### config.mk
export PLATFORM = sky130hd
export DESIGN_NAME = tic_unit
export DESIGN_NICKNAME = d
export VERILOG_FILES = /design/src/tic_pkg.sv /design/src/tic_unit.sv
export SDC_FILE = /design/constraint.sdc
export NUM_CORES = 1
export LEC_CHECK = 0
export BUFFER_PORTS_ARGS = -buffer_cell sky130_fd_sc_hd__buf_4
export CORE_MARGIN = 2
export CORE_UTILIZATION = 55
export CTS_CLUSTER_SIZE = 40
export DETAILED_ROUTE_END_ITERATION = 16
export PLACE_DENSITY = 0.83
export SLEW_MARGIN = 30
export SYNTH_ARGS = -nofsm -noshare
export SYNTH_HDL_FRONTEND = slang
export SYNTH_SLANG_ARGS = --single-unit
### constraint.sdc
create_clock -name core_clk -period 2.38 [get_ports core_clk]
set_clock_uncertainty 0.15 [all_clocks]
set_input_delay 0.476 -clock core_clk [delete_from_list [all_inputs] [get_ports core_clk]]
set_output_delay 0.476 -clock core_clk [all_outputs]
set_load 0.01 [all_outputs]
### src/tic_pkg.sv
package tic_pkg;
    // register indices on the plain register port
    localparam logic [2:0] ADDR_CTRL  = 3'h0;
    localparam logic [2:0] ADDR_IEN   = 3'h1;
    localparam logic [2:0] ADDR_IPRI  = 3'h2;
    localparam logic [2:0] ADDR_MODE  = 3'h3;
    localparam logic [2:0] ADDR_T0LO  = 3'h4;
    localparam logic [2:0] ADDR_T0HI  = 3'h5;
    localparam logic [2:0] ADDR_T1LO  = 3'h6;
    localparam logic [2:0] ADDR_T1HI  = 3'h7;
    // control register bit positions
    localparam int CTL_TOV1 = 7;
    localparam int CTL_RUN1 = 6;
    localparam int CTL_TOV0 = 5;
    localparam int CTL_RUN0 = 4;
    localparam int CTL_PRQ1 = 3;
    localparam int CTL_TRG1 = 2;
    localparam int CTL_PRQ0 = 1;
    localparam int CTL_TRG0 = 0;
    // enable register
    localparam int IEN_GLOBAL = 7;
    localparam logic [7:0] IEN_MASK  = 8'h9f;
    localparam logic [7:0] IPRI_MASK = 8'h1f;
    // mode register: per timer nibble, bit3 gate, bit2 source select
    localparam int MODE_GATE = 3;
    localparam int MODE_SRC  = 2;
    localparam int MODE_T1_BASE = 4;
    localparam logic [7:0] RESET_BYTE = 8'h00;
    // sources: 0 pin0, 1 timer0, 2 pin1, 3 timer1, 4 serial
    localparam int NUM_SRC = 5;
    localparam int SRC_PIN0 = 0;
    localparam int SRC_TMR0 = 1;
    localparam int SRC_PIN1 = 2;
    localparam int SRC_TMR1 = 3;
    localparam int SRC_SER  = 4;
    localparam logic [15:0] VEC_BASE = 16'h0003;
    localparam logic [15:0] VEC_STEP = 16'h0008;
    // instruction cycle: 12 core clocks (1 us at 12 MHz); cycles per tick
    localparam int CYC_PER_TICK = 12;
    localparam logic [3:0] TICK_LAST = 4'(CYC_PER_TICK - 1);
endpackage

### src/tic_unit.sv
// The strobed register port and the address map were left to the implementer.
`timescale 1ns/100ps
// Contract
// - five sources: serial, two timers, two pins
// - per-source enable, flags still pollable
// - high priority preempts low routine
// - fixed vectors eight bytes apart from 0003h
// - accepted request forces call, return resumes
// - global enable bit blocks all interrupts
// - serial enable gates transmit or receive done
// - enable bits 3..0 for timer/pin sources
// - priority bits 4..0 select high priority
// - overflow flags set by hardware, cleared serviced
// - run bits start and stop timers
// - pin flags set on trigger, cleared serviced
// - trigger type: edge when set, level cleared
// - gate bit needs pin high to count
// - source select: internal or external pin
// - two sixteen-bit timers, high and low bytes
// - timer counts instruction cycles, full range
// - counter counts external transitions, sixteen bits
// - overflow and serial flags readable by software; only the overflow flags are on the read port, serial flags are not
module tic_unit (
    // clock and reset
    input  wire logic        core_clk,
    input  wire logic        rst_b,
    // register port
    input  wire logic [2:0]  regAddr,
    input  wire logic [7:0]  regWrData,
    input  wire logic        regWrite,
    input  wire logic        regRead,
    output logic      [7:0]  regRdData,
    // pins
    input  wire logic        irqPin0,
    input  wire logic        irqPin1,
    input  wire logic        countPin0,
    input  wire logic        countPin1,
    // serial port flags
    input  wire logic        transmitDoneFlag,
    input  wire logic        receiveDoneFlag,
    // core handshake
    output logic             intReq,
    output logic      [15:0] intVector,
    input  wire logic        intAck,
    input  wire logic        intReturn
);
    localparam int N = tic_pkg::NUM_SRC;

    logic [7:0]   ctrl_ff;
    logic [7:0]   ien_ff;
    logic [7:0]   ipri_ff;
    logic [7:0]   mode_ff;
    logic [15:0]  tmr_ff [2];
    logic [1:0]   pinS1_ff;
    logic [1:0]   pinS2_ff;
    logic [1:0]   pinOld_ff;
    logic [1:0]   cntS1_ff;
    logic [1:0]   cntS2_ff;
    logic [1:0]   cntOld_ff;
    logic [3:0]   tick_ff;
    logic [1:0]   actLvl_ff;   // bit1 high routine active, bit0 low
    logic [2:0]   curSrc_ff;
    logic [N-1:0] pend;
    logic [N-1:0] enab;
    logic [N-1:0] hiSel;
    logic [1:0]   ovf;
    logic [1:0]   pinFall;
    logic [1:0]   cntFall;
    logic [1:0]   runOk;
    logic [1:0]   inc;
    logic         ackHi;
    logic [2:0]   pick;
    logic         found;

    // ------------------------------------------------------------
    // synchronisers and edge detection
    // ------------------------------------------------------------
    always_ff @(posedge core_clk or negedge rst_b) begin
        if (!rst_b) begin
            pinS1_ff  <= 2'h3;
            pinS2_ff  <= 2'h3;
            pinOld_ff <= 2'h3;
            cntS1_ff  <= 2'h0;
            cntS2_ff  <= 2'h0;
            cntOld_ff <= 2'h0;
        end else begin
            pinS1_ff  <= {irqPin1, irqPin0};
            pinS2_ff  <= pinS1_ff;
            pinOld_ff <= pinS2_ff;
            cntS1_ff  <= {countPin1, countPin0};
            cntS2_ff  <= cntS1_ff;
            cntOld_ff <= cntS2_ff;
        end
    end
    assign pinFall = pinOld_ff & ~pinS2_ff;
    assign cntFall = cntOld_ff & ~cntS2_ff;

    // ------------------------------------------------------------
    // instruction-cycle prescaler
    // ------------------------------------------------------------
    always_ff @(posedge core_clk or negedge rst_b) begin
        if (!rst_b)
            tick_ff <= 4'h0;
        else if (tick_ff == tic_pkg::TICK_LAST)
            tick_ff <= 4'h0;
        else
            tick_ff <= tick_ff + 4'h1;
    end

    // ------------------------------------------------------------
    // timers
    // ------------------------------------------------------------
    genvar g;
    generate
        for (g = 0; g < 2; g++) begin : gTmr
            localparam int MB = g * tic_pkg::MODE_T1_BASE;
            localparam int RB = g ? tic_pkg::CTL_RUN1 : tic_pkg::CTL_RUN0;
            localparam logic [2:0] LO = g ? tic_pkg::ADDR_T1LO : tic_pkg::ADDR_T0LO;
            localparam logic [2:0] HI = g ? tic_pkg::ADDR_T1HI : tic_pkg::ADDR_T0HI;
            assign runOk[g] = ctrl_ff[RB] &
                (!mode_ff[MB + tic_pkg::MODE_GATE] | pinS2_ff[g]);
            assign inc[g] = runOk[g] & (mode_ff[MB + tic_pkg::MODE_SRC] ?
                cntFall[g] : (tick_ff == tic_pkg::TICK_LAST));
            assign ovf[g] = inc[g] & (tmr_ff[g] == 16'hffff);
            always_ff @(posedge core_clk or negedge rst_b) begin
                if (!rst_b)
                    tmr_ff[g] <= 16'h0000;
                else if (regWrite && regAddr == LO)
                    tmr_ff[g][7:0] <= regWrData;
                else if (regWrite && regAddr == HI)
                    tmr_ff[g][15:8] <= regWrData;
                else if (inc[g])
                    tmr_ff[g] <= tmr_ff[g] + 16'h0001;
            end
        end
    endgenerate

    // ------------------------------------------------------------
    // request sources and arbitration
    // ------------------------------------------------------------
    assign pend = {transmitDoneFlag | receiveDoneFlag, ctrl_ff[tic_pkg::CTL_TOV1],
                   ctrl_ff[tic_pkg::CTL_PRQ1], ctrl_ff[tic_pkg::CTL_TOV0],
                   ctrl_ff[tic_pkg::CTL_PRQ0]};
    assign enab = pend & ien_ff[N-1:0] & {N{ien_ff[tic_pkg::IEN_GLOBAL]}};
    assign hiSel = enab & ipri_ff[N-1:0];

    function automatic logic [3:0] first_set(input logic [N-1:0] v);
        first_set = 4'h0;
        for (int i = N - 1; i >= 0; i--)
            if (v[i])
                first_set = {1'b1, 3'(i)};
    endfunction

    function automatic logic [N-1:0] below_mask(input logic [2:0] s);
        below_mask = '0;
        for (int i = 0; i < N; i++)
            below_mask[i] = (3'(i) < s);
    endfunction

    always_comb begin
        logic [3:0] h, l;
        h = first_set(hiSel);
        l = first_set(enab & ~ipri_ff[N-1:0]);
        found = 1'b0;
        pick  = 3'h0;
        ackHi = 1'b0;
        if (h[3] && !actLvl_ff[1]) begin
            found = 1'b1;
            pick  = h[2:0];
            ackHi = 1'b1;
        end else if (l[3] && actLvl_ff == 2'h0) begin
            found = 1'b1;
            pick  = l[2:0];
        end
    end

    // ------------------------------------------------------------
    // core handshake and in-service levels
    // ------------------------------------------------------------
    always_ff @(posedge core_clk or negedge rst_b) begin
        if (!rst_b) begin
            intReq    <= 1'b0;
            intVector <= 16'h0000;
            curSrc_ff <= 3'h0;
        end else begin
            intReq <= found && !(intAck && intReq);
            curSrc_ff <= pick;
            intVector <= tic_pkg::VEC_BASE + tic_pkg::VEC_STEP * 16'(pick);
        end
    end

    always_ff @(posedge core_clk or negedge rst_b) begin
        if (!rst_b)
            actLvl_ff <= 2'h0;
        else if (intAck && intReq)
            actLvl_ff <= ipri_ff[curSrc_ff] ? (actLvl_ff | 2'h2) : 2'h1;
        else if (intReturn)
            actLvl_ff <= actLvl_ff[1] ? {1'b0, actLvl_ff[0]} : 2'h0;
    end

    // ------------------------------------------------------------
    // control/status register
    // ------------------------------------------------------------
    logic svc0;
    logic svc1;
    logic svcT0;
    logic svcT1;
    logic setP0;
    logic setP1;
    assign svc0  = intAck && intReq && curSrc_ff == 3'(tic_pkg::SRC_PIN0);
    assign svc1  = intAck && intReq && curSrc_ff == 3'(tic_pkg::SRC_PIN1);
    assign svcT0 = intAck && intReq && curSrc_ff == 3'(tic_pkg::SRC_TMR0);
    assign svcT1 = intAck && intReq && curSrc_ff == 3'(tic_pkg::SRC_TMR1);
    assign setP0 = ctrl_ff[tic_pkg::CTL_TRG0] ? pinFall[0] : !pinS2_ff[0];
    assign setP1 = ctrl_ff[tic_pkg::CTL_TRG1] ? pinFall[1] : !pinS2_ff[1];

    always_ff @(posedge core_clk or negedge rst_b) begin
        if (!rst_b)
            ctrl_ff <= tic_pkg::RESET_BYTE;
        else begin
            if (regWrite && regAddr == tic_pkg::ADDR_CTRL)
                ctrl_ff <= regWrData;
            else begin
                if (svcT1) ctrl_ff[tic_pkg::CTL_TOV1] <= 1'b0;
                if (svcT0) ctrl_ff[tic_pkg::CTL_TOV0] <= 1'b0;
                if (svc1)  ctrl_ff[tic_pkg::CTL_PRQ1] <= 1'b0;
                if (svc0)  ctrl_ff[tic_pkg::CTL_PRQ0] <= 1'b0;
            end
            // hardware set wins over any clear
            if (ovf[1]) ctrl_ff[tic_pkg::CTL_TOV1] <= 1'b1;
            if (ovf[0]) ctrl_ff[tic_pkg::CTL_TOV0] <= 1'b1;
            if (setP1)  ctrl_ff[tic_pkg::CTL_PRQ1] <= 1'b1;
            if (setP0)  ctrl_ff[tic_pkg::CTL_PRQ0] <= 1'b1;
        end
    end

    // ------------------------------------------------------------
    // other registers and read port
    // ------------------------------------------------------------
    always_ff @(posedge core_clk or negedge rst_b) begin
        if (!rst_b) begin
            ien_ff  <= tic_pkg::RESET_BYTE;
            ipri_ff <= tic_pkg::RESET_BYTE;
            mode_ff <= tic_pkg::RESET_BYTE;
        end else if (regWrite) begin
            if (regAddr == tic_pkg::ADDR_IEN)  ien_ff  <= regWrData & tic_pkg::IEN_MASK;
            if (regAddr == tic_pkg::ADDR_IPRI) ipri_ff <= regWrData & tic_pkg::IPRI_MASK;
            if (regAddr == tic_pkg::ADDR_MODE) mode_ff <= regWrData;
        end
    end

    always_ff @(posedge core_clk or negedge rst_b) begin
        if (!rst_b)
            regRdData <= 8'h00;
        else if (regRead) begin
            case (regAddr)
                tic_pkg::ADDR_CTRL: regRdData <= ctrl_ff;
                tic_pkg::ADDR_IEN:  regRdData <= ien_ff;
                tic_pkg::ADDR_IPRI: regRdData <= ipri_ff;
                tic_pkg::ADDR_MODE: regRdData <= mode_ff;
                tic_pkg::ADDR_T0LO: regRdData <= tmr_ff[0][7:0];
                tic_pkg::ADDR_T0HI: regRdData <= tmr_ff[0][15:8];
                tic_pkg::ADDR_T1LO: regRdData <= tmr_ff[1][7:0];
                default:            regRdData <= tmr_ff[1][15:8];
            endcase
        end else
            regRdData <= 8'h00;
    end

    // ------------------------------------------------------------
    // checks
    // ------------------------------------------------------------
    property p_global_off;
        @(posedge core_clk) disable iff (!rst_b)
        !ien_ff[tic_pkg::IEN_GLOBAL] |=> !intReq;
    endproperty
    a_global_off: assert property (p_global_off) else $error("request while disabled");

    property p_vec;
        @(posedge core_clk) disable iff (!rst_b)
        intReq |-> intVector == {10'h000, curSrc_ff, tic_pkg::VEC_BASE[2:0]};
    endproperty
    a_vec: assert property (p_vec) else $error("bad vector");

    property p_ovf_flag;
        @(posedge core_clk) disable iff (!rst_b)
        ovf[0] |=> ctrl_ff[tic_pkg::CTL_TOV0];
    endproperty
    a_ovf_flag: assert property (p_ovf_flag) else $error("overflow flag not set");

    property p_no_nest_low;
        @(posedge core_clk) disable iff (!rst_b)
        (actLvl_ff[1] || (actLvl_ff[0] && hiSel == '0)) |=> !intReq;
    endproperty
    a_no_nest_low: assert property (p_no_nest_low) else $error("low request preempted");

    property p_hold_stop;
        @(posedge core_clk) disable iff (!rst_b)
        !ctrl_ff[tic_pkg::CTL_RUN0] && !regWrite |=> tmr_ff[0] == $past(tmr_ff[0]);
    endproperty
    a_hold_stop: assert property (p_hold_stop) else $error("timer ran while off");

    property p_order;
        @(posedge core_clk) disable iff (!rst_b)
        found |-> enab[pick] &&
            ((ackHi ? hiSel : enab & ~ipri_ff[N-1:0]) & below_mask(pick)) == '0;
    endproperty
    a_order: assert property (p_order) else $error("later source chosen first");

    property p_take_drop;
        @(posedge core_clk) disable iff (!rst_b)
        intAck && intReq |=> !intReq;
    endproperty
    a_take_drop: assert property (p_take_drop) else $error("request stood after accept");

    property p_tov_clear;
        @(posedge core_clk) disable iff (!rst_b)
        intAck && intReq && curSrc_ff == 3'(tic_pkg::SRC_TMR0) && !ovf[0] &&
            !(regWrite && regAddr == tic_pkg::ADDR_CTRL) |=> !ctrl_ff[tic_pkg::CTL_TOV0];
    endproperty
    a_tov_clear: assert property (p_tov_clear) else $error("overflow flag kept");

    property p_preempt;
        @(posedge core_clk) disable iff (!rst_b)
        actLvl_ff == 2'h1 && hiSel != '0 && !(intAck && intReq) |=> intReq;
    endproperty
    a_preempt: assert property (p_preempt) else $error("high request not raised");

    property p_pin_edge;
        @(posedge core_clk) disable iff (!rst_b)
        ctrl_ff[tic_pkg::CTL_TRG0] && pinFall[0] |=> ctrl_ff[tic_pkg::CTL_PRQ0];
    endproperty
    a_pin_edge: assert property (p_pin_edge) else $error("pin edge flag not set");

    property p_gate_hold;
        @(posedge core_clk) disable iff (!rst_b)
        mode_ff[tic_pkg::MODE_GATE] && !pinS2_ff[0] && !regWrite |=>
            tmr_ff[0] == $past(tmr_ff[0]);
    endproperty
    a_gate_hold: assert property (p_gate_hold) else $error("gated timer ran");

    c_high_nest: cover property (@(posedge core_clk) actLvl_ff == 2'h3);
    c_pin_svc: cover property (@(posedge core_clk) svc0);
    c_tmr_ovf: cover property (@(posedge core_clk) ovf[1]);
    c_gate_hold: cover property (@(posedge core_clk) ctrl_ff[tic_pkg::CTL_RUN0] && !runOk[0]);
endmodule // tic_unit

# ---- Yosys cells after proc, flatten, opt, wreduce, memory -nomap -nowiden
# Cells that the tools add are included.
dict set report word_totals {
  out_inout_bits 25
  in_bits 23
  reg_bits 96
  elab_cells 153
}
dict set report op_classes {
  add_sub_neg 4
  n_reduce_logical 39
  bitwise_logic 20
  n_eq_ne 17
  magnitude_cmp 1
  n_mux 47
}
# operator n
set ops {}
lappend ops {{two-way mux 8 bit} 7}
lappend ops {{one-hot mux 8 bit (7 select lines)} 1}
lappend ops {{two-way mux 4 bit} 11}
lappend ops {{adder 16 x 1 -> 16 bit (second input constant)} 2}
lappend ops {{== test 16 bit (second input constant)} 2}
lappend ops {{two-way mux 16 bit} 2}
lappend ops {{bitwise AND 5 bit} 4}
lappend ops {{two-way mux 1 bit} 20}
lappend ops {{AND reduction 2 bit} 7}
lappend ops {{logical AND 1 bit} 13}
lappend ops {{== test 3 x 2 -> 1 bit (second input constant)} 4}
lappend ops {{== test 3 bit (second input constant)} 4}
lappend ops {{nonzero test 3 bit} 4}
lappend ops {{nonzero test 2 bit} 5}
lappend ops {{adder 2 x 6 -> 7 bit (first input constant)} 1}
lappend ops {{bitwise AND 1 bit} 6}
lappend ops {{== test 3 x 1 -> 1 bit (second input constant)} 2}
lappend ops {{zero test 1 bit} 6}
lappend ops {{zero test 3 bit} 2}
lappend ops {{two-way mux 2 bit} 3}
lappend ops {{two-way mux 3 bit} 2}
lappend ops {{!= test 2 bit (second input constant)} 3}
lappend ops {{NOT 5 bit} 1}
lappend ops {{adder 4 x 1 -> 4 bit (second input constant)} 1}
lappend ops {{10 further kinds} 15}

# ---- Depth between registers and ports, before layout
# Gate-level depths: netlist of the first run.
dict set report logic_depth {
  depth_word 13
  ltp_mapped 7
  depth_no_buf 6
}

# ---- Worst setup path after synthesis of the first run
# Ideal clock, no wire load.
dict set report synth_timing {
  path_type {register to register}
  startpoint {register tick_ff[0]}
  endpoint {register tmr_ff[4] in the netlist's numbering}
  path_stages_with_launch 8
  path_buffers 1
  slack_ps 458
  t_arrival_ps 1654
  period_less_slack_ps 1922
  setup_time_ps 118
  path_cell_list {dfrtp_1 ha_1 and4bb_1 o221a_1 buf_6 and4_1 a22o_1 a21o_1}
}
dict set report synth_between {
  elab_chain_cells 5
}
# item line_no
set synth_rtl {}
lappend synth_rtl {{start, declared} tic_unit.sv:60} ;# logic [3:0] tick_ff;
lappend synth_rtl {{start signal, assigned} tic_unit.sv:107} ;# tick_ff <= tick_ff + 4'h1;
lappend synth_rtl {{== test 4 bit} tic_unit.sv:123} ;# cntFall[g] : (tick_ff == tic_pkg::TICK_LAST));
lappend synth_rtl {{two-way mux 1 bit} tic_unit.sv:122} ;# assign inc[g] = runOk[g] & (mode_ff[MB + tic_pkg::MODE_SRC] ?
lappend synth_rtl {{bitwise AND 1 bit} tic_unit.sv:122}
lappend synth_rtl {{nonzero test 2 bit (no source line)} --}
lappend synth_rtl {{AND reduction 2 bit (no source line)} --}
lappend synth_rtl {{end signal, assigned by index} tic_unit.sv:129} ;# tmr_ff[g][7:0] <= regWrData;
lappend synth_rtl {{end signal, assigned by index} tic_unit.sv:131} ;# tmr_ff[g][15:8] <= regWrData;
lappend synth_rtl {{end signal, assigned by index} tic_unit.sv:133} ;# tmr_ff[g] <= tmr_ff[g] + 16'h0001;
lappend synth_rtl {{end, declared} tic_unit.sv:53} ;# logic [15:0] tmr_ff [2];
# No other way between the ends.
# A chain may end at the register's enable or synchronous reset.

# ---- Worst setup path after layout of the first run
dict set report layout_timing {
  startpoint {register tick_ff[0]}
  endpoint {register tmr_ff[13] in the netlist's numbering}
}
# The elaborated chain is that of the path after synthesis.

==> results.toml, run 1 <==
[timing]
timing.fmax_mhz = 456.9
period_minus_slack_ns = 2.189
rsz0062_at_grt = "no"
timing.final.ws_setup_ns = 0.1915
finalSetupViolations = 0
fin_crit_sh = 0.9195
fin_setup_tns_ns = 0
whs_ns = 0.06820
slew_viol_final = 0
hold_viol_final = 0

[synthesis]
yosysSeqAreaShare = 0.4525
synth_edf_count = 0
netlist_instances = 496
ys_warn_count = 0
async_flop_share = 1.000
synth_area_um2 = 4994
synth_ff_type = "dfrtp_1"
synth_seq_cells = 90
synth.distinct_cells = 74
avgSynthCellArea_um2 = 10.07

[global_route]
antenna_found_initial = 0
grt-ovfl-total = 0
grt_pass1_wl_mm = 21.68
grt_max_degree = 46
grt_usage = 0.2840
grt_pass1_vias = 4034

[setup_path]
crit_required_ns = 2.47
worst_setup_path_end_kind = "flop"
crit-reg2reg-launch = "tick_ff[0]$_DFF_PN0_"
critPathArrivalTime_ns = 2.28
crit_fanout = 10
r2r_slack_ns = 0.19
cp-start-kind = "flop"
critical_path_class = "reg2reg"
reg2regPathDepth = 6
r2r-end = "tmr_ff[13]$_DFFE_PN0P_"

[cts]
clkTransAtPathRegs_ns = 0.09
cts-buffers-inserted = 9
hold_buffers = 1
htreeDepth = 3
cts_buffer_depth = 2
post-cts-setup-buffers = 0
cts_resized = 0
clock_sinks = 90
clk_latency_ns = 0.36
tritoncts = "yes"
cts_root_buffer = "clkbuf_8"

[drt]
drt-vias-per-instance = 6.672
drc_errors = 0
ant_nets = 0
post_drt_wl_per_cell_um = 21.04
first_iter_violations = 461
wirelength_mm = 13.47
wl_met1_mm = 5.736
routed-via-count = 4270
top_layer_used = "met4"
dr_wl_met2_mm = 6.062
met3RoutedLength_mm = 1.261
first_pass_iters = 5

[hold_path]
hold_path.class = "in2reg"
hp-start = "irqPin0"
min_to = "pinS1_ff[0]$_DFF_PN1_"
min_path_cells = 1

[run_status]
outcome = "complete, no violations"

[cells_and_area]
syn2layout_area_growth_pct = 10.07
antenna_cells = 0
mostFrequentLayoutCells = "dfrtp_1 (84), nand2_1 (48), buf_4 (44)"
fin_area_um2 = 5497
n_fill_cell = 726
layout_commonest_cell = "dfrtp_1"
final_layout_size_suffix_gt1_frac = 0.2105
nets = 553

[power_and_ir_drop]
power.density_nw_per_um2 = 853.9
ir_worst_vdd_uv = 428.6
power_leakage_nw = 2.328
p_total_mw = 4.694

[floorplanning]
dieWidth_um = 99.29
die_y_um = 99.29
core_um2 = 8763
start_util = 0.5698
pin_count = 48
die-area_um2 = 9858
row_count = 34

[run]
drv_cap = 0

[place]
gp_congestion = 0.9578
place_area_um2 = 5296
io_buffers = 36
place_ws_ns = 0.2359
dp_hpwl_mm = 9.474
-- kinds of logic after synthesis --
family / share of synthesized area
simple gates: 0.1809
compound gates: 0.2092
flops: 0.4525
buf+inv: 0.05387
mux: 0.09096
fa+ha+maj: 0.007518
other cells: 0.001504
xor+xnor: 0.003509
-- where the power goes --
part	switching (mW)	internal, mW
Sequential	0.519	1.86
Clock	0.522	0.517
Combinational	0.683	0.592
-- cells in the mapped netlist, drive strengths merged (9+ instances only) --
| library cell | count | area, um2 |
|---|---|---|
| a21oi | 31 | 155.2 |
| nand3 | 24 | 135.1 |
| dfrtp | 84 | 2102 |
| mux2 | 27 | 304.0 |
| o21ai | 36 | 183.9 |
| nand4 | 13 | 102.6 |
| a2bb2oi | 9 | 78.83 |
| inv | 13 | 48.80 |
| nor2 | 28 | 105.1 |
| buf | 29 | 193.9 |
| nand2 | 49 | 186.4 |
| o22ai | 20 | 125.1 |
-- metal layers --
metal	GRT usage	up-vias
met5	0	-
met4	0.1180	0
met3	0.05271	32
met2	0.4278	282
met1	0.4065	2040
li1	-	1916
-- stage by stage --
stage                       util  cells
after floorplan                -    506
after global placement    0.6044    623
after detailed placement  0.6044    623
after CTS                 0.6272    640
after global routing      0.6272    640
final                     0.6272    640
-- flip-flops by register name, summed over array words and instances, names as in the netlist, 2 cells and up --
name       count
tick_ff        4
cntS2_ff       2
ipri_ff        5
pinS2_ff       2
curSrc_ff      3
cntOld_ff      2
regRdData      8
actLvl_ff      2
mode_ff        8
ctrl_ff        8
ien_ff         6
tmr_ff        32
pinOld_ff      2
cntS1_ff       2
pinS1_ff       2
-- worst max-delay path by stage --
stage | from | end | slack, ns | cells after the start
floorplan | tick_ff[0]$_DFF_PN0_ | tmr_ff[4]$_DFFE_PN0P_ | 0.46 | 7
global placement | regAddr[2] | tmr_ff[24]$_DFFE_PN0P_ | 0.30 | 6
detailed placement | tick_ff[0]$_DFF_PN0_ | tmr_ff[10]$_DFFE_PN0P_ | 0.24 | 6
CTS | tick_ff[0]$_DFF_PN0_ | tmr_ff[13]$_DFFE_PN0P_ | 0.23 | 6
global route | tick_ff[0]$_DFF_PN0_ | tmr_ff[8]$_DFFE_PN0P_ | 0.009 | 6
finish | tick_ff[0]$_DFF_PN0_ | tmr_ff[13]$_DFFE_PN0P_ | 0.19 | 6
-- final cells by class --
cell class / count / area [um2] / area share
clock buffers: 14 / 152.6 / 0.02777
well taps: 108 / 135.1 / 0.02458
multi-input cells: 367 / 2502 / 0.4553
inverters: 13 / 48.80 / 0.008878
repair buffers: 46 / 360.3 / 0.06556
clock inverters: 2 / 37.54 / 0.006829
flip-flops and latches: 90 / 2260 / 0.4111
-- critical path: stages (launching register included) --
cell and delay, ns:
dfrtp_1 0.38, ha_1 0.26, and4bb_1 0.22, o221a_1 0.41, nand2_2 0.23, nand2_1 0.30, a2bb2oi_1 0.12
(Power assumes the default switching activity.)
==> run 2: changes to the inputs <==
- CORE_MARGIN: 2 -> 1.5
- SLEW_MARGIN: 30 -> not set
==> results.toml, run 2 (synthesis gave the netlist of run 1 again) <==
[run_status]
outcome = "complete, no violations"

[timing]
rsz0062_at_grt = "no"
hold_viol_final = 0
timing.fmax_mhz = 463.7
fin_setup_tns_ns = 0
period_minus_slack_ns = 2.157
fin_crit_sh = 0.9062
slew_viol_final = 0
finalSetupViolations = 0

[cells_and_area]
fin_area_um2 = 5497
fin_util = 0.6272
top_register = "tmr_ff"
syn2layout_area_growth_pct = 10.07
nets = 551
largest_reg_flops = 32
final_layout_size_suffix_gt1_frac = 0.2132
n_fill_cell = 715
antenna_cells = 0
fin_cells = 638
layout_commonest_cell = "dfrtp_1"
mostFrequentLayoutCells = "dfrtp_1 (84), nand2_1 (48), buf_4 (42)"

[setup_path]
crit-reg2reg-launch = "tick_ff[0]$_DFF_PN0_"
r2r-end = "tmr_ff[12]$_DFFE_PN0P_"
crit_required_ns = 2.47
r2r_slack_ns = 0.22
slowest_stage = "o221a_1"
worst_setup_path_end_kind = "flop"
reg2regPathDepth = 6
cp-start-kind = "flop"
crit_chain = "ha_1 > and4bb_1 > o221a_1 > nand2_2 > nand2_1 > a21oi_1"
crit_fanout = 10
critical_path_class = "reg2reg"
critPathArrivalTime_ns = 2.25
cpPeakStageDelay_ns = 0.41

[floorplanning]
row_count = 34
start_util = 0.5698
dieWidth_um = 98.29
die-area_um2 = 9660
pin_count = 48
core_um2 = 8763
die_y_um = 98.29

[global_route]
grt_usage = 0.2800
grt_pass1_vias = 3864
grt_pass1_wl_mm = 21.07
antenna_found_initial = 0
grt-ovfl-total = 0
grt_max_degree = 46

[drt]
wirelength_mm = 13.03
drc_errors = 0
first_pass_iters = 5
first_iter_violations = 444
ant_nets = 0
routed-via-count = 4233
post_drt_wl_per_cell_um = 20.42
drt-vias-per-instance = 6.635

[power_and_ir_drop]
p_sw_frac = 0.3697
power.density_nw_per_um2 = 857.6
p_int_mw = 2.971
p_total_mw = 4.714
p_switching_mw = 1.743
ir_worst_vdd_uv = 458.2
clkPwrFrac = 0.228
power_frac_comb = 0.268
pwr-share-seq = 0.504
power_leakage_nw = 2.327

[place]
place_area_um2 = 5281
gp_congestion = 0.9351
dp_hpwl_mm = 9.174
io_buffers = 36
dp.cells = 621

[cts]
cts_buffer_depth = 2
post-cts-setup-buffers = 0
htreeDepth = 3
tritoncts = "yes"
clkTransAtPathRegs_ns = 0.09
clock_sinks = 90
cts-buffers-inserted = 9
cts_root_buffer = "clkbuf_8"
clk_latency_ns = 0.36

[hold_path]
hold_path.class = "in2reg"
min_path_cells = 1
hp-start = "irqPin0"
min_to = "pinS1_ff[0]$_DFF_PN1_"

[run]
drv_cap = 0
## run 2: cell types whose count changed in the layout (fill, tap and decap cells not counted)
cell,change
clkbuf_1,-3
buf_4,-2
clkinv_4,+2
inv_6,+1
## run 2: metal layers
metal / vias to the layer above / wire, um / GRT usage
met2: 242 / 6106 / 0.4215
met3: 37 / 1215 / 0.06442
met5: - / 0 / 0
met1: 2040 / 5354 / 0.4003
met4: 0 / 354 / 0.09859
li1: 1914 / - / -
## run 2: worst max-delay path, delay by kind of cell, from the launching register on
kind	cells	cell delay, ns
AOI/OAI and AO/OA	2	0.53
adders and majority gates	1	0.24
DFF	1	0.38
and+or+nand+nor	3	0.73
## run 2: layout make-up
cell class	count	area (um2)	area share
tap	108	135.1	0.02458
clock buffer	11	141.4	0.02572
inverter	13	48.80	0.008878
clock inverter	5	63.81	0.01161
timing repair buffer	44	345.3	0.06283
sequential	90	2260	0.4111
multi-input combinational	367	2502	0.4553
## run 2: power by group through the flow
stage | clock (mW) | combinational, mW | sequential (mW)
after floorplan | 0 | 0.927 | 2.21
after global placement | 0 | 1.21 | 2.36
after detailed placement | 0 | 1.25 | 2.38
after CTS | 1.10 | 1.26 | 2.35
after global routing | 1.16 | 1.40 | 2.42
final | 1.07 | 1.26 | 2.38
## run 2: what timing repair did
item	4_1_cts	5_1_grt
hold endpoints to repair	19	0
resized for setup	0	0
hold buffers	1	0
## run 2: metrics by stage
step | setup slack (ns) | hold slack (ns)
floorplan | 0.4583 | 0.03041
global placement | 0.3315 | 0.1893
detailed placement | 0.2562 | 0.1863
CTS | 0.2531 | 0.04521
global route | 0.02384 | 0.03698
finish | 0.2233 | 0.05889
## run 2: worst max-delay path by stage
stage / end / slack, ns / start
after floorplan: tmr_ff[4]$_DFFE_PN0P_ / 0.46 / tick_ff[0]$_DFF_PN0_
after global placement: regRdData[6]$_DFF_PN0_ / 0.33 / regAddr[0]
after detailed placement: tmr_ff[13]$_DFFE_PN0P_ / 0.26 / tick_ff[0]$_DFF_PN0_
after CTS: tmr_ff[12]$_DFFE_PN0P_ / 0.25 / tick_ff[0]$_DFF_PN0_
after global routing: tmr_ff[12]$_DFFE_PN0P_ / 0.02 / tick_ff[0]$_DFF_PN0_
final: tmr_ff[12]$_DFFE_PN0P_ / 0.22 / tick_ff[0]$_DFF_PN0_
==> run 3: changes to the inputs <==
- REMOVE_ABC_BUFFERS: not set -> 1
==> results.toml, run 3 (synthesis gave the netlist of run 1 again) <==
[floorplanning]
die-area_um2 = 9660
core_um2 = 8763
row_count = 34
start_util = 0.5698
die_y_um = 98.29
dieWidth_um = 98.29
pin_count = 48

[cts]
htreeDepth = 3
clkTransAtPathRegs_ns = 0.09
cts_buffer_depth = 2
cts-buffers-inserted = 9
post-cts-setup-buffers = 0
cts_root_buffer = "clkbuf_8"
clock_sinks = 90
tritoncts = "yes"
clk_latency_ns = 0.37

[drt]
first_pass_iters = 5
post_drt_wl_per_cell_um = 20.43
wirelength_mm = 13.06
drc_errors = 0
drt-vias-per-instance = 6.715
ant_nets = 0
first_iter_violations = 415
routed-via-count = 4291

[power_and_ir_drop]
p_total_mw = 4.605
power.density_nw_per_um2 = 840.9
ir_worst_vdd_uv = 517.5
power_leakage_nw = 2.325

[hold_path]
hp-start = "countPin0"
hold_path.class = "in2reg"
min_path_cells = 1
min_to = "cntS1_ff[0]$_DFF_PN0_"

[timing]
fin_setup_tns_ns = 0
timing.fmax_mhz = 480.2
rsz0062_at_grt = "no"
tightest_slew_ns = 0.5264
finalSetupViolations = 0
slew_viol_final = 0
whs_ns = 0.05997
relSlewSlack = 0.6471
hold_viol_final = 0
timing.final.ws_setup_ns = 0.2974
fin_crit_sh = 0.8750
period_minus_slack_ns = 2.083

[place]
gp_congestion = 0.9346
place_ws_ns = 0.1583
dp_hpwl_mm = 9.259
dp.cells = 622
place_area_um2 = 5289
io_buffers = 36

[setup_path]
crit_fanout = 10
critPathArrivalTime_ns = 2.23
crit_path_start = "tick_ff[0]$_DFF_PN0_"
reg2regPathDepth = 6
critPathTopFamily = "compound AO/OA/AOI/OAI gates"
worst_setup_path_end_kind = "flop"
crit_buf_inv = 0
cp-start-kind = "flop"
r2r-end = "tmr_ff[14]$_DFFE_PN0P_"
slowest_stage = "dfrtp_1"
crit_chain = "ha_1 > and4bb_1 > o221a_2 > nand2_2 > o311ai_2 > a21boi_1"
crit_required_ns = 2.53
r2r_slack_ns = 0.30
cpPeakStageDelay_ns = 0.38
crit-reg2reg-launch = "tick_ff[0]$_DFF_PN0_"
critical_path_class = "reg2reg"

[cells_and_area]
fin_cells = 639
nets = 552
top_register = "tmr_ff"
fin_util = 0.6249
layout_commonest_cell = "dfrtp_1"
syn2layout_area_growth_pct = 9.672
antenna_cells = 0
fin_area_um2 = 5477
largest_reg_flops = 32
mostFrequentLayoutCells = "dfrtp_1 (84), nand2_1 (48), buf_4 (43)"
final_layout_size_suffix_gt1_frac = 0.2185

[global_route]
grt_usage = 0.2792
grt_pass1_vias = 4039
antenna_found_initial = 0
grt-ovfl-total = 0
grt_pass1_wl_mm = 21.09
grt_max_degree = 44

[run_status]
outcome = "complete, no violations"

[run]
drv_cap = 0
==> run 3: worst max-delay path by stage <==
stage,end,slack (ns),depth (start not counted)
global route,tmr_ff[14]$_DFFE_PN0P_,0.12,6
detailed placement,tmr_ff[14]$_DFFE_PN0P_,0.16,6
CTS,tmr_ff[14]$_DFFE_PN0P_,0.15,6
global placement,tmr_ff[12]$_DFFE_PN0P_,0.31,6
finish,tmr_ff[14]$_DFFE_PN0P_,0.30,6
floorplan,ctrl_ff[4]$_DFFE_PN0P_,0.26,3
==> run 3: area by class of cell <==
| cell class | count | area (um2) |
|---|---|---|
| clock buffer | 10 | 137.6 |
| clock inverter | 6 | 40.04 |
| fill | 737 | 3287 |
| inverter | 13 | 48.80 |
| multi-input combinational | 367 | 2502 |
| sequential | 90 | 2260 |
| tap | 108 | 135.1 |
| timing repair buffer | 45 | 352.8 |
==> run 3: metal layers <==
layer / track usage / vias up / wire length, um
li1: - / 1924 / -
met1: 0.3864 / 2083 / 5466
met2: 0.4315 / 247 / 6095
met3: 0.06156 / 37 / 1165
met4: 0.1062 / 0 / 328
met5: 0 / - / 0
==> run 3: where the power goes <==
part	total (mW)	internal [mW]	leakage, nW	switching, mW
logic	1.28	0.591	1.20	0.688
registers	2.37	1.86	1.03	0.507
clock network	0.959	0.408	0.0924	0.551
total	4.61	2.86	2.33	1.75
==> run 3: repair_timing <==
| action | CTS | global route |
|---|---|---|
| gates resized for setup | 0 | 1 |
| setup endpoints to repair | 0 | 8 |
| hold endpoints to repair | 21 | 0 |
| hold buffers | 1 | 0 |
